[config.mk]
export PLATFORM = sky130hd
export DESIGN_NAME = hpl_host_port
export DESIGN_NICKNAME = d
export VERILOG_FILES = /design/src/inc/hpl_pkg.sv /design/src/hpl_host_port.sv
export SDC_FILE = /design/constraint.sdc
export NUM_CORES = 1
export LEC_CHECK = 0
export ABC_AREA = 0
export ABC_CLOCK_PERIOD_IN_PS = 23100
export BUFFER_PORTS_ARGS = -buffer_cell sky130_fd_sc_hd__buf_2
export CORE_MARGIN = 8
export CORE_UTILIZATION = 50
export DETAILED_ROUTE_END_ITERATION = 6
export GPL_ROUTABILITY_DRIVEN = 0
export GPL_TIMING_DRIVEN = 0
export MAX_ROUTING_LAYER = met4
export PLACE_DENSITY = 0.76
export SLEW_MARGIN = 20
export SYNTH_ARGS = -nofsm -noshare
export SYNTH_HDL_FRONTEND = slang
export SYNTH_SLANG_ARGS = --single-unit
[constraint.sdc]
create_clock -name clk -period 23.1 [get_ports clk]
set_input_delay 2.31 -clock clk [delete_from_list [all_inputs] [get_ports clk]]
set_output_delay 2.31 -clock clk [all_outputs]
set_load 0.05 [all_outputs]
[src/inc/hpl_pkg.sv]
package hpl_pkg;
  localparam int          ADDR_W        = 10;
  localparam int          DATA_W        = 8;
  localparam logic [1:0]  MODE_STROBE   = 2'h0;
  localparam logic [1:0]  MODE_DSTROBE  = 2'h1;
  localparam logic [1:0]  MODE_SPI      = 2'h2;
  localparam logic [7:0]  EE_READ_CMD   = 8'h03;
  localparam int          CMD_BITS      = 16;
  localparam logic [2:0]  STRAP_SETTLE  = 3'h4;
  localparam int          SYS_CLK_HZ    = 20_000_000;
  localparam int          SCK_HZ        = 1_250_000;
  localparam int          SCK_HALF_CYC  = SYS_CLK_HZ / (2 * SCK_HZ);

  // Everything that arrives from outside the clock domain.
  typedef struct packed {
    logic [ADDR_W-1:0] addr;
    logic [DATA_W-1:0] data;
    logic              cs_n;
    logic              rd_n;
    logic              wr_n;
    logic              strap_sel;
    logic [1:0]        mode;
    logic              phase;
  } hpl_pins_t;

  typedef struct packed {
    logic first_bit_order_select;
    logic scrambler_disable_strap;
    logic laps_encap_select;
  } hpl_cfg_t;

  localparam hpl_cfg_t CFG_RESET = '0;

  typedef enum logic [1:0] {
    SP_IDLE   = 2'b00,
    SP_SHIFT  = 2'b01,
    SP_FINISH = 2'b10,
    SP_DONE   = 2'b11
  } hpl_spi_state_t;
endpackage : hpl_pkg

[src/hpl_host_port.sv]
`timescale 1ns/100ps
// Contract
// - Host address is ten bits, bit 0 least significant; all ten bits decode.
// - All eight data lines float while reset is active, and while chip select is high outside SPI mode.
// - Hardware mode: address 0 picks first bit order, 0 MSB first, 1 LSB.
// - Hardware mode: address 1 high disables the scrambler on both paths.
// - Hardware mode: address 2 high selects X.86, low selects HDLC.
// - SPI mode drives instruction and address to the EEPROM on data bit 0.
// - Master-out changes on rising edge when phase high, falling when low.
// - Master-in sampled on falling edge when phase high, rising when low.
// - Software mode select: 00 strobes, 01 data strobe, 10 SPI, 11 reserved.
// - Chip select must be low for accesses; strobes ignored while it is high.
// - Strobe mode drives addressed register while read strobe and select low.
// - Strobe mode stores the data bus on the write strobe rising edge.
module hpl_host_port #(
  parameter int               REG_COUNT     = 16,
  parameter int               SCK_HALF      = hpl_pkg::SCK_HALF_CYC,
  parameter logic [7:0]       EE_START_ADDR = 8'h00
) (
  input  wire logic                        clk,
  input  wire logic                        reset,
  input  wire logic [hpl_pkg::ADDR_W-1:0]  addr_pins,
  input  wire logic [hpl_pkg::DATA_W-1:0]  data_in,
  output logic      [hpl_pkg::DATA_W-1:0]  data_out,
  output logic      [hpl_pkg::DATA_W-1:0]  data_oe,
  input  wire logic                        chip_select_n,
  input  wire logic                        read_or_data_strobe_n,
  input  wire logic                        write_or_read_sel_n,
  input  wire logic                        strap_config_select,
  input  wire logic [1:0]                  host_port_mode_select,
  input  wire logic                        serial_clock_phase,
  output logic                             eeprom_cs_n,
  output hpl_pkg::hpl_cfg_t                strap_cfg,
  output logic                             strap_valid,
  output logic                             load_done,
  output logic [REG_COUNT-1:0][7:0]        reg_file
);
  import hpl_pkg::*;

  localparam int TOTAL = CMD_BITS + 8 * REG_COUNT;
  localparam int CW    = $clog2(TOTAL + 1);
  localparam int DW    = $clog2(SCK_HALF);
  localparam int IW    = $clog2(REG_COUNT);

  // Full ten-bit decode: only the low REG_COUNT addresses exist.
  function automatic logic reg_hit(input logic [ADDR_W-1:0] a);
    reg_hit = (32'(a) < REG_COUNT);
  endfunction : reg_hit

  // Pin 0 lands in the first, most significant field, so the pin order is reversed here.
  function automatic hpl_cfg_t strap_map(input logic [2:0] a);
    strap_map = hpl_cfg_t'({a[0], a[1], a[2]});
  endfunction : strap_map

  hpl_pins_t      raw, s1_q, s2_q, s3_q, filt_q, prev_q;
  hpl_cfg_t       cfg_q;
  logic [1:0]     mode_q;
  logic           hw_q, valid_q, capture;
  logic [2:0]     settle_q;
  logic [7:0]     rd_data_q;
  hpl_spi_state_t state_q;
  logic [DW-1:0]  div_q;
  logic           sck_q, mosi_q, cs_n_q, done_q, tick, sck_d, upd_edge, smp_edge, start;
  logic [15:0]    tx_q;
  logic [7:0]     rx_q;
  logic [CW-1:0]  bit_q;
  logic           wr_fire, host_rd, spi_mode, host_on, last_bit, byte_end;
  logic [IW-1:0]  byte_idx;

  assign raw = '{addr: addr_pins, data: data_in, cs_n: chip_select_n, rd_n: read_or_data_strobe_n,
                 wr_n: write_or_read_sel_n, strap_sel: strap_config_select,
                 mode: host_port_mode_select, phase: serial_clock_phase};

  // Three-stage synchroniser; a bit moves only once stages two and three agree.
  always_ff @(posedge clk or posedge reset) begin
    if (reset) begin
      s1_q   <= '1;  // Stages idle high like the strobes, so no false edge follows reset.
      s2_q   <= '1;
      s3_q   <= '1;
      filt_q <= '1;
      prev_q <= '1;
    end else begin
      s1_q   <= raw;
      s2_q   <= s1_q;
      s3_q   <= s2_q;
      filt_q <= (s2_q & ~(s2_q ^ s3_q)) | (filt_q & (s2_q ^ s3_q));
      prev_q <= filt_q;
    end
  end

  // strap capture after release
  // The settle count covers the synchroniser so the latched straps are clean.
  always_ff @(posedge clk or posedge reset) begin
    if (reset) begin
      settle_q <= '0;
      valid_q  <= 1'b0;
      cfg_q    <= CFG_RESET;
      hw_q     <= 1'b0;
      mode_q   <= MODE_STROBE;
    end else if (!valid_q) begin
      settle_q <= settle_q + 3'h1;
      if (capture) begin
        valid_q <= 1'b1;
        hw_q    <= filt_q.strap_sel;
        mode_q  <= filt_q.mode;
        cfg_q   <= filt_q.strap_sel ? strap_map(filt_q.addr[2:0]) : CFG_RESET;
      end
    end
  end

  assign capture  = !valid_q && (settle_q == STRAP_SETTLE);
  assign host_on  = valid_q && !hw_q && (mode_q == MODE_STROBE || mode_q == MODE_DSTROBE);
  assign spi_mode = valid_q && !hw_q && (mode_q == MODE_SPI);

  // strobe edge write
  // Both strobe styles commit on the rising edge of the strobe that ends the cycle.
  always_comb begin
    if (mode_q == MODE_STROBE)
      wr_fire = host_on && !filt_q.cs_n && filt_q.wr_n && !prev_q.wr_n;
    else
      wr_fire = host_on && !filt_q.cs_n && filt_q.rd_n && !prev_q.rd_n && !prev_q.wr_n;
  end

  // read drive from live pins
  // Enable follows the raw pins so the bus floats at once when select rises.
  assign host_rd = !reset && host_on && !chip_select_n && !read_or_data_strobe_n &&
                   (mode_q == MODE_STROBE || write_or_read_sel_n);

  always_ff @(posedge clk or posedge reset) begin
    if (reset)
      rd_data_q <= '0;
    else
      rd_data_q <= reg_hit(filt_q.addr) ? reg_file[IW'(filt_q.addr)] : 8'h00;
  end

  // serial pins share the data bus
  always_comb begin
    data_oe  = '0;
    data_out = rd_data_q;
    if (spi_mode && !reset) begin
      data_oe  = 8'h05;
      data_out = {5'h00, sck_q, 1'b0, mosi_q};
    end else if (host_rd) begin
      data_oe  = 8'hff;
    end
  end

  assign tick     = (state_q == SP_SHIFT || state_q == SP_FINISH) && (32'(div_q) == SCK_HALF - 1);
  assign sck_d    = ~sck_q;
  assign upd_edge = tick && state_q == SP_SHIFT && (filt_q.phase ? sck_d : ~sck_d);
  assign smp_edge = tick && state_q == SP_SHIFT && (filt_q.phase ? ~sck_d : sck_d);
  assign start    = spi_mode && state_q == SP_IDLE;
  assign last_bit = (32'(bit_q) == TOTAL - 1);
  assign byte_end = (32'(bit_q) >= CMD_BITS) && (bit_q[2:0] == 3'h7);
  assign byte_idx = IW'((32'(bit_q) - CMD_BITS) >> 3);

  // EEPROM loader sequencing; one read instruction pulls the whole register file.
  always_ff @(posedge clk or posedge reset) begin
    if (reset) begin
      state_q <= SP_IDLE;
      div_q   <= '0;
      sck_q   <= 1'b0;
      mosi_q  <= 1'b0;
      cs_n_q  <= 1'b1;
      tx_q    <= '0;
      rx_q    <= '0;
      bit_q   <= '0;
      done_q  <= 1'b0;
    end else begin
      div_q <= tick ? '0 : (state_q == SP_SHIFT || state_q == SP_FINISH) ? div_q + 1'b1 : '0;
      unique case (state_q)
        SP_IDLE: begin
          if (start) begin
            state_q <= SP_SHIFT;
            cs_n_q  <= 1'b0;
            // Falling-update phase needs bit one on the line before the first rise.
            mosi_q  <= EE_READ_CMD[7];
            tx_q    <= filt_q.phase ? {EE_READ_CMD, EE_START_ADDR} : {EE_READ_CMD[6:0], EE_START_ADDR, 1'b0};
          end
        end
        SP_SHIFT: begin
          if (tick) sck_q <= sck_d;
          if (upd_edge) begin
            mosi_q <= tx_q[15];
            tx_q   <= {tx_q[14:0], 1'b0};
          end
          if (smp_edge) begin
            rx_q  <= {rx_q[6:0], filt_q.data[1]};
            bit_q <= bit_q + 1'b1;
            if (last_bit) state_q <= SP_FINISH;
          end
        end
        SP_FINISH: begin
          if (tick) begin
            sck_q   <= 1'b0;
            cs_n_q  <= 1'b1;
            done_q  <= 1'b1;
            state_q <= SP_DONE;
          end
        end
        SP_DONE: begin
          cs_n_q <= 1'b1;
        end
      endcase
    end
  end

  // Register storage; loader and host never run in the same mode.
  always_ff @(posedge clk or posedge reset) begin
    if (reset)
      reg_file <= '0;
    else if (smp_edge && byte_end)
      reg_file[byte_idx] <= {rx_q[6:0], filt_q.data[1]};
    else if (wr_fire && reg_hit(filt_q.addr))
      reg_file[IW'(filt_q.addr)] <= filt_q.data;
  end

  assign eeprom_cs_n = cs_n_q;
  assign strap_cfg   = cfg_q;
  assign strap_valid = valid_q;
  assign load_done   = done_q;
endmodule : hpl_host_port

**Word-level counts from Yosys, hierarchy flattened**

Index checks and enable logic that the tools add are counted.

- Logic and storage cells: 188
- Register bits after elaboration: 288
- Bits of input ports: 27

- Bitwise gates (word level): 7
- $lt $le $gt $ge: 6
- Equal/unequal tests: 15
- Reductions and logical operators: 50
- $add $sub $neg: 4
- Muxes and demuxes: 39

Operators by type and width:

| cell | number |
|---|---|
| bitwise mux 128 bit | 2 |
| two-way mux 128 bit | 2 |
| demux 8 bit (select 4 bit) | 2 |
| two-way mux 8 bit | 7 |
| bitwise AND 25 bit | 2 |
| binary-select mux 8 bit (select 4 bit) | 1 |
| two-way mux 16 bit | 2 |
| one-hot mux 16 bit (2 select lines) | 1 |
| logical AND 1 bit | 25 |
| inverter 25 bit | 1 |
| bitwise OR 25 bit | 1 |
| bitwise XOR 25 bit | 1 |
| != test 2 bit (second input constant) | 6 |
| two-way mux 11 bit | 1 |
| < comparator 10 x 5 -> 1 bit (second input constant) | 1 |
| < comparator 4 x 5 -> 1 bit (second input constant) | 2 |
| two-way mux 1 bit | 10 |
| equality test 3 bit (second input constant) | 3 |
| two-way mux 3 bit | 3 |
| AND reduction 3 bit | 3 |
| adder 8 x 1 -> 8 bit (second input constant) | 1 |
| equality test 8 bit (second input constant) | 1 |
| greater-or-equal comparator 4 x 1 -> 1 bit (second input constant) | 2 |
| greater-or-equal comparator 8 x 5 -> 1 bit (second input constant) | 1 |
| 16 further kinds | 40 |

**Longest topological paths before layout**

Gate-level depths: netlist (run 1).

- Depth after elaboration: 11
- Gate-level depth with buffers: 10

**Worst setup path after synthesis (run 1)**

OpenSTA, ideal clock, no wires.

- Kind: input to output
- From: input reset
- To: output data_oe[2] (netlist bit)
- Data arrival time: 9.356 ns
- Stages on the path: 5
- Data required time: 20.790 ns
- Path buffers: 2
- Path slack: 11.434 ns
- Cells stage by stage: inv_1 -> and2_1 -> clkbuf_1 -> or2_2 -> buf_4

- Cells in the longest elaborated chain, start to end: 7
- Elaborated cells on any way between the ends: 8
- Those cells by class: mux: 2; reduce/logical: 6

RTL lines:

| item | line | RTL |
|---|---|---|
| start, declared | hpl_host_port.sv:21 | `input wire logic reset,` |
| zero test 1 bit (no source line) (*) | -- |  |
| logical AND 1 bit (4 in a row) | hpl_host_port.sv:126 | `assign host_rd = !reset && host_on && !chip_select_n && !read_or_data_strobe_n &&` |
| two-way mux 8 bit | hpl_host_port.sv:143 | `end else if (host_rd) begin` |
| two-way mux 8 bit (*) | hpl_host_port.sv:140 | `if (spi_mode && !reset) begin` |
| end, declared | hpl_host_port.sv:25 | `output logic [hpl_pkg::DATA_W-1:0] data_oe,` |

Mark *: on every way between the ends. The rest lies on a longest branch, timed or not.

**Final worst setup path (run 1)**

- From: input reset
- To: output data_out[2] (netlist bit)

- Cells in the longest elaborated chain, start to end: 3

RTL lines:

| item | line | RTL |
|---|---|---|
| zero test 1 bit (no source line) | -- |  |
| logical AND 1 bit | hpl_host_port.sv:140 |  |
| two-way mux 8 bit | hpl_host_port.sv:140 |  |
| end, declared | hpl_host_port.sv:24 | `output logic [hpl_pkg::DATA_W-1:0] data_out,` |

Every way passes these cells.

==> metrics.log, run 1 <==
[metrics] All-Layer GR Usage: 26.12%
[metrics] library cell used as clock root buffer: sky130_fd_sc_hd__clkbuf_16
[metrics] average instance area after synthesis: 12.54 um^2
[metrics] fraction of synthesized cell area taken by the top area cell type: 33.26%
[metrics] leading cell type by number of instances after synthesis: sky130_fd_sc_hd__dfrtp_1
[metrics] GRT Residual Overflow: 0
[metrics] floorplan core area: 26130 um^2
[metrics] vias after detailed routing: 10577
[metrics] count of placed standard cells including taps: 1575
[metrics] TritonCTS buffer count: 29
[metrics] initial DRC count: 1393
[metrics] PortBufs: 176
[metrics] master of the slowest instance on the critical path: sky130_fd_sc_hd__inv_8
[metrics] maximum number of pins on one net before global-route repair: 113
[metrics] total power after layout: 1.132 mW
[metrics] clock edge transition at the registers on the reported setup and hold paths: 60 ps
[metrics] reg2reg end: reg_file[36]
[metrics] top_reg_cell synth: sky130_fd_sc_hd__dfrtp_1
[metrics] maximum net fanout on the critical path: 99
[metrics] Remaining DRCs: 1
[metrics] first-pass detailed-route iteration total: 7
[metrics] area growth from synthesis to final layout: 17.86%
[metrics] Leakage: 6.937 nW
[metrics] Crit Path Class: in -> out
[metrics] total die area: 32110 um^2
[metrics] post-route worst hold slack: 354.1 ps
[metrics] number of non-filler instances in the completed layout: 1628
[metrics] routed length per placed instance: 25.19 um
[metrics] I/O pin count: 177
[metrics] actual slew at the worst max-slew pin: 1029 ps
[metrics] result of the run: complete, but fails checks
[metrics] Yosys warning total: 0
[metrics] depth of the worst register-to-register path: 8
[metrics] max-slew violation count: 0
[metrics] delay of the slowest cell on the worst path: 460 ps
[metrics] cells along the critical path: buf_2 -> inv_8 -> and2_1 -> clkbuf_1 -> mux2_2 -> buf_2
[metrics] Worst R2R Setup Slack: 20010 ps
[metrics] initial core utilization: 50.96%
[metrics] highest achievable clock rate: 153.2 MHz
[metrics] worst IR drop on VDD: 0.06485 mV
[metrics] data arrival time at the worst-slack endpoint: 4220 ps
[metrics] estimated wirelength of the detail-placed design: 29.27 mm
[metrics] clock tree from TritonCTS: done
[metrics] period utilization: 28.25%
[metrics] hold bufs inserted after CTS: 0
[metrics] crit path time final: 6525 ps
[metrics] final clock skew: 30.81 ps
[metrics] vias in the first global route: 10475
[metrics] cell type contributing the most total cell area after synthesis: sky130_fd_sc_hd__dfrtp_1
[metrics] per-cell via count in the routed design: 6.497
[metrics] max-cap violations: 0
[metrics] total non-filler cell area in the finished layout: 15700 um^2
[metrics] most common cell type on the critical path: sky130_fd_sc_hd__buf_2
[metrics] setup repair after global routing missed its margin: no
[metrics] PD cells: 72.10 nW/um^2
[metrics] clock latency on the worst-skew pair: 550 ps
[metrics] first-pass GRT wire length: 62.26 mm
[metrics] setup total negative slack: 0 ps
[metrics] share of final-layout standard cells stronger than drive strength 1: 36.89%
[metrics] Critical Path Start: reset
[metrics] post-cts repair resize count: 0
[metrics] Critical R2R Launch: state_q[0]
[metrics] Synthesized Nets: 1105
[metrics] area post-placement: 14680 um^2
[metrics] count of nets after finishing: 1314
[metrics] count of H-tree levels built during CTS: 1
[metrics] number of endpoints failing setup at the final stage: 0
[metrics] buffer count from post-CTS setup fixing: 0
[metrics] Die Width: 179.2 um
[metrics] post-synthesis sequential area ratio: 53.58%
[metrics] Startpoint Class: input port
[metrics] clock tree sinks: 280
[metrics] Cell variety after synth: 75
[metrics] diode count: 0
[metrics] failing checks: DRC
[metrics] type of the most critical hold path: reg -> reg
[metrics] initial antenna violation count: 0
[metrics] nature of the critical path endpoint: output pin
[metrics] maximum clock insertion buffer count: 3
[metrics] site row count: 59
[metrics] die height: 179.2 um
[metrics] max_slew headroom: 30.80%
[metrics] synth top area cells: sky130_fd_sc_hd__dfrtp_1 33%, sky130_fd_sc_hd__dfstp_2 20%, sky130_fd_sc_hd__mux4_2 6.8%, sky130_fd_sc_hd__a221o_1 4.7%, sky130_fd_sc_hd__o2bb2ai_1 2.6%
[metrics] post-synthesis cell count: 1062
[metrics] ANT nets after route: 0
[metrics] endpoint of the most critical setup path: data_out[2]
[metrics] netlist area before placement: 13320 um^2
[metrics] total wirelength of the detailed-routed design: 41.02 mm
[metrics] data required time at the worst endpoint: 20790 ps
[metrics] Post-synth top cells: 177 x sky130_fd_sc_hd__dfrtp_1, 103 x sky130_fd_sc_hd__dfstp_2, 74 x sky130_fd_sc_hd__inv_1
[metrics] hold violation count in the final report: 0
[metrics] fraction of registers with async set/reset: 100.0%
[metrics] flip-flop and latch count after synthesis: 280
[metrics] count of flip-flops with a built-in enable after synthesis: 0
## logic make-up after synthesis
logic type	count (synthesis)	share of synthesized area [%]
xor gates and xnor gates	11	0.7799
DFF	280	53.58
AOI/OAI and AO/OA	287	18.80
muxes	57	8.202
buffers and inverters	170	5.571
and+or+nand+nor	216	9.686
adders and majority gates	41	3.382
## where the power goes
part           internal, mW  leakage (nW)  switching, mW  total, mW
registers             0.521          3.51         0.0119      0.533
clock network         0.288         0.509          0.197      0.485
logic                0.0350          2.92         0.0784      0.113
## worst min-delay path by stage
stage,from,endpoint,cells after the start
final,s1_q[4],s2_q[4],0
after global routing,s1_q[14],s2_q[14],0
after CTS,s1_q[19],s2_q[19],0
after detailed placement,s1_q[21],s2_q[21],0
after global placement,s1_q[23],s2_q[23],0
after floorplan,s1_q[0],s2_q[0],0
## cell usage in the layout, fill, tap and decap left out, types with 6 or more instances in the layout
| cell type | n |
|---|---|
| sky130_fd_sc_hd__nor3_1 | 6 |
| sky130_fd_sc_hd__and2_1 | 20 |
| sky130_fd_sc_hd__mux2_2 | 17 |
| sky130_fd_sc_hd__o21ai_0 | 24 |
| sky130_fd_sc_hd__a221o_1 | 63 |
| sky130_fd_sc_hd__dfstp_2 | 103 |
| sky130_fd_sc_hd__buf_2 | 195 |
| sky130_fd_sc_hd__a22oi_1 | 40 |
| sky130_fd_sc_hd__a221oi_1 | 8 |
| sky130_fd_sc_hd__clkbuf_1 | 54 |
| sky130_fd_sc_hd__dfrtp_1 | 177 |
| sky130_fd_sc_hd__nand4_1 | 8 |
| sky130_fd_sc_hd__nor2_1 | 14 |
| sky130_fd_sc_hd__nor3_2 | 9 |
| sky130_fd_sc_hd__buf_1 | 7 |
| sky130_fd_sc_hd__clkbuf_16 | 34 |
| sky130_fd_sc_hd__o2bb2ai_1 | 40 |
| sky130_fd_sc_hd__maj3_1 | 25 |
| sky130_fd_sc_hd__nand2b_1 | 9 |
| sky130_fd_sc_hd__clkinv_2 | 7 |
| sky130_fd_sc_hd__ha_1 | 16 |
| sky130_fd_sc_hd__o211ai_1 | 33 |
| sky130_fd_sc_hd__nand3_1 | 18 |
| sky130_fd_sc_hd__a211oi_1 | 42 |
| sky130_fd_sc_hd__inv_1 | 73 |
| sky130_fd_sc_hd__nand2_1 | 68 |
| sky130_fd_sc_hd__mux4_2 | 40 |
| sky130_fd_sc_hd__buf_6 | 7 |
| sky130_fd_sc_hd__buf_4 | 7 |
| sky130_fd_sc_hd__nor2b_1 | 20 |
| sky130_fd_sc_hd__xnor2_1 | 8 |
## sequential cells by signal (all words and copies together) (netlist names), 3 cells and up, named ones only
name and flops:
div_q 3, reg_file 128, s2_q 25, settle_q 3, strap_cfg 3, s1_q 25
rd_data_q 8, tx_q 8, bit_q 8, s3_q 25, rx_q 7
## stage by stage
step           util (%)  setup WS, ps
5_1_grt           60.06         16420
3_5_place_dp      56.18         16520
2_1_floorplan         -         11430
6_report          60.06         16570
3_3_place_gp      55.94          9126
4_1_cts           60.06         16520
## routing by layer
layer	vias up	routed length, um	track usage (%)
met4	0	1706	11.04
met1	5309	16420	35.22
li1	4396	-	-
met5	-	0	-
met3	114	5306	7.456
met2	758	17590	36.51
## layout make-up
cell class	instances	area (um^2)
plain buffers	95	461.7
inverters	75	289.0
well taps	335	419.2
fillers	2128	10440
clock inverters	14	105.1
flip-flops and latches	280	7136
multi-input cells	612	5440
repair buffers	178	935.9
clock buffers	39	909.6
## critical path: cells and delay by family
family / cells / cell delay [ps]
buffers and inverters: 4 / 1210
muxes: 1 / 420
and+or+nand+nor: 1 / 220
No activity file was read; power rests on OpenSTA's default activity.
==> run 2, diff against run 1 <==
--- a/config.mk
+++ b/config.mk
@@ -6,7 +6,7 @@
 export NUM_CORES = 1
 export LEC_CHECK = 0
 export ABC_AREA = 0
-export ABC_CLOCK_PERIOD_IN_PS = 23100
+export ABC_CLOCK_PERIOD_IN_PS = 5800
 export BUFFER_PORTS_ARGS = -buffer_cell sky130_fd_sc_hd__buf_2
 export CORE_MARGIN = 8
 export CORE_UTILIZATION = 50
@@ -14,7 +14,7 @@
 export GPL_ROUTABILITY_DRIVEN = 0
 export GPL_TIMING_DRIVEN = 0
 export MAX_ROUTING_LAYER = met4
-export PLACE_DENSITY = 0.76
+export PLACE_DENSITY = 0.78
 export SLEW_MARGIN = 20
 export SYNTH_ARGS = -nofsm -noshare
 export SYNTH_HDL_FRONTEND = slang
==> constraint.sdc (replaced) <==
create_clock -name clk -period 5.8 [get_ports clk]
set_input_delay 0.58 -clock clk [delete_from_list [all_inputs] [get_ports clk]]
set_output_delay 0.58 -clock clk [all_outputs]
set_load 0.05 [all_outputs]
==> metrics.log, run 2 (synthesized netlist as in run 1, its figures left out) <==
[metrics] Die Width: 179.2 um
[metrics] initial antenna violation count: 1
[metrics] die height: 179.2 um
[metrics] first-pass GRT wire length: 62.79 mm
[metrics] data arrival time at the worst-slack endpoint: 3640 ps
[metrics] master of the slowest instance on the critical path: sky130_fd_sc_hd__clkbuf_1
[metrics] TritonCTS buffer count: 29
[metrics] type of the most critical hold path: in -> async
[metrics] area growth from synthesis to final layout: 18.75%
[metrics] PortBufs: 176
[metrics] cells along the critical path: inv_1 -> ha_1 -> nand3_1 -> or2_0 -> buf_2 -> nor2_4 -> clkbuf_1 -> o21ai_0 -> mux2_2
[metrics] clock latency on the worst-skew pair: 570 ps
[metrics] ANT nets after route: 0
[metrics] GRT Residual Overflow: 0
[metrics] flip-flop count of the largest register after layout: 128
[metrics] area post-placement: 14860 um^2
[metrics] vias after detailed routing: 10539
[metrics] floorplan core area: 26130 um^2
[metrics] clock tree sinks: 280
[metrics] total die area: 32110 um^2
[metrics] routed length per placed instance: 25.11 um
[metrics] worst IR drop on VDD: 0.2411 mV
[metrics] per-cell via count in the routed design: 6.434
[metrics] commonest non-fill, non-tap cell in the layout: sky130_fd_sc_hd__buf_2
[metrics] buffer count from post-CTS setup fixing: 0
[metrics] number of endpoints failing setup at the final stage: 0
[metrics] data required time at the worst endpoint: 6240 ps
[metrics] I/O pin count: 177
[metrics] All-Layer GR Usage: 26.31%
[metrics] footprint of the multi-input gates: 5458 um^2
[metrics] count of H-tree levels built during CTS: 1
[metrics] highest achievable clock rate: 312.9 MHz
[metrics] total power after layout: 4.451 mW
[metrics] max_slew headroom: 18.79%
[metrics] site row count: 59
[metrics] clock edge transition at the registers on the reported setup and hold paths: 60 ps
[metrics] result of the run: complete, but fails checks
[metrics] Startpoint Class: register
[metrics] area taken by flip-flops and latches: 7136 um^2
[metrics] maximum net fanout on the critical path: 10
[metrics] estimated wirelength of the detail-placed design: 29.68 mm
[metrics] PD cells: 281.4 nW/um^2
[metrics] initial DRC count: 1784
[metrics] Crit Path Class: reg -> reg
[metrics] hold bufs inserted after CTS: 0
[metrics] delay of the slowest cell on the worst path: 500 ps
[metrics] leading cell types in the layout, fill and taps excluded: 195 x sky130_fd_sc_hd__buf_2, 177 x sky130_fd_sc_hd__dfrtp_1, 103 x sky130_fd_sc_hd__dfstp_2, 73 x sky130_fd_sc_hd__inv_1, 68 x sky130_fd_sc_hd__nand2_1
[metrics] actual slew at the worst max-slew pin: 1215 ps
[metrics] library cell used as clock root buffer: sky130_fd_sc_hd__clkbuf_16
[metrics] max-slew violation count: 0
[metrics] filler cell count in the final layout: 2050
[metrics] first-pass detailed-route iteration total: 7
[metrics] vias in the first global route: 10823
[metrics] initial core utilization: 50.96%
[metrics] post-cts repair resize count: 0
[metrics] maximum clock insertion buffer count: 3
[metrics] final core utilization: 60.52%
[metrics] setup total negative slack: 0 ps
[metrics] count of placed standard cells including taps: 1582
[metrics] number of non-filler instances in the completed layout: 1638
[metrics] Remaining DRCs: 2
[metrics] share of final-layout standard cells stronger than drive strength 1: 37.05%
[metrics] setup repair after global routing missed its margin: no
[metrics] total non-filler cell area in the finished layout: 15820 um^2
[metrics] final clock skew: 12.14 ps
[metrics] Leakage: 6.967 nW
[metrics] largest register by flop count: reg_file
[metrics] failing checks: DRC
[metrics] max-cap violations: 0
[metrics] crit path time final: 3196 ps
[metrics] hold violation count in the final report: 0
[metrics] clock tree from TritonCTS: done
[metrics] period utilization: 55.10%
[metrics] nature of the critical path endpoint: register
[metrics] count of nets after finishing: 1321
[metrics] maximum number of pins on one net before global-route repair: 38
[metrics] total wirelength of the detailed-routed design: 41.14 mm
[run 2: path summary, 6_finish.rpt]
path                            startpoint           end  slack (ps)  cells past startpoint
worst min register to register     s1_q[6]       s2_q[6]         350                      0
worst max register to register  state_q[0]  reg_file[96]        2600                      9
worst min-delay path                 reset   strap_valid          80                      2
min in group clk                data_in[4]      s1_q[11]         110                      1
worst max-delay path            state_q[0]  reg_file[96]        2600                      9
max in group asynchronous            reset      s2_q[18]        4890                      4
[run 2: layout make-up]
class                           count  share of cell area [%]
Sequential cell                   280                   45.12
Tap cell                          335                   2.650
Timing Repair Buffer              185                   6.851
Inverter                           75                   1.804
Clock buffer                       46                   5.578
Buffer                             95                   3.022
Multi-Input combinational cell    612                   34.51
Antenna cell                        2                 0.03165
Clock inverter                      8                  0.4351
[run 2: stage by stage]
step	hold slack [ps]	setup slack, ps
after floorplan	345.2	-731.9
after global placement	345.4	-2682
after detailed placement	346.8	2706
after CTS	82.86	2641
after global routing	89.67	2448
final	83.35	2604
[run 2: worst max-delay path, delay by kind of cell, from the launching register on]
kind                       cells  cell delay (ps)
buffers and inverters          3              810
and+or+nand+nor                3              800
adders and majority gates      1              420
AOI/OAI and AO/OA              1              300
muxes                          1              340
DFF                            1              410
[run 2: where the power goes]
part           total (mW)  switching (mW)  internal (mW)
combinational       0.463           0.313          0.150
sequential           2.12          0.0483           2.08
clock                1.86           0.778           1.08
total                4.45            1.14           3.31
[run 2: metal layers]
metal  track usage, %  wire (um)  up-vias
met5                -          0        -
met4            12.91       2259        0
met1            33.37      15530     5191
met2            37.59      17860      757
met3            8.572       5483      185
li1                 -          -     4406
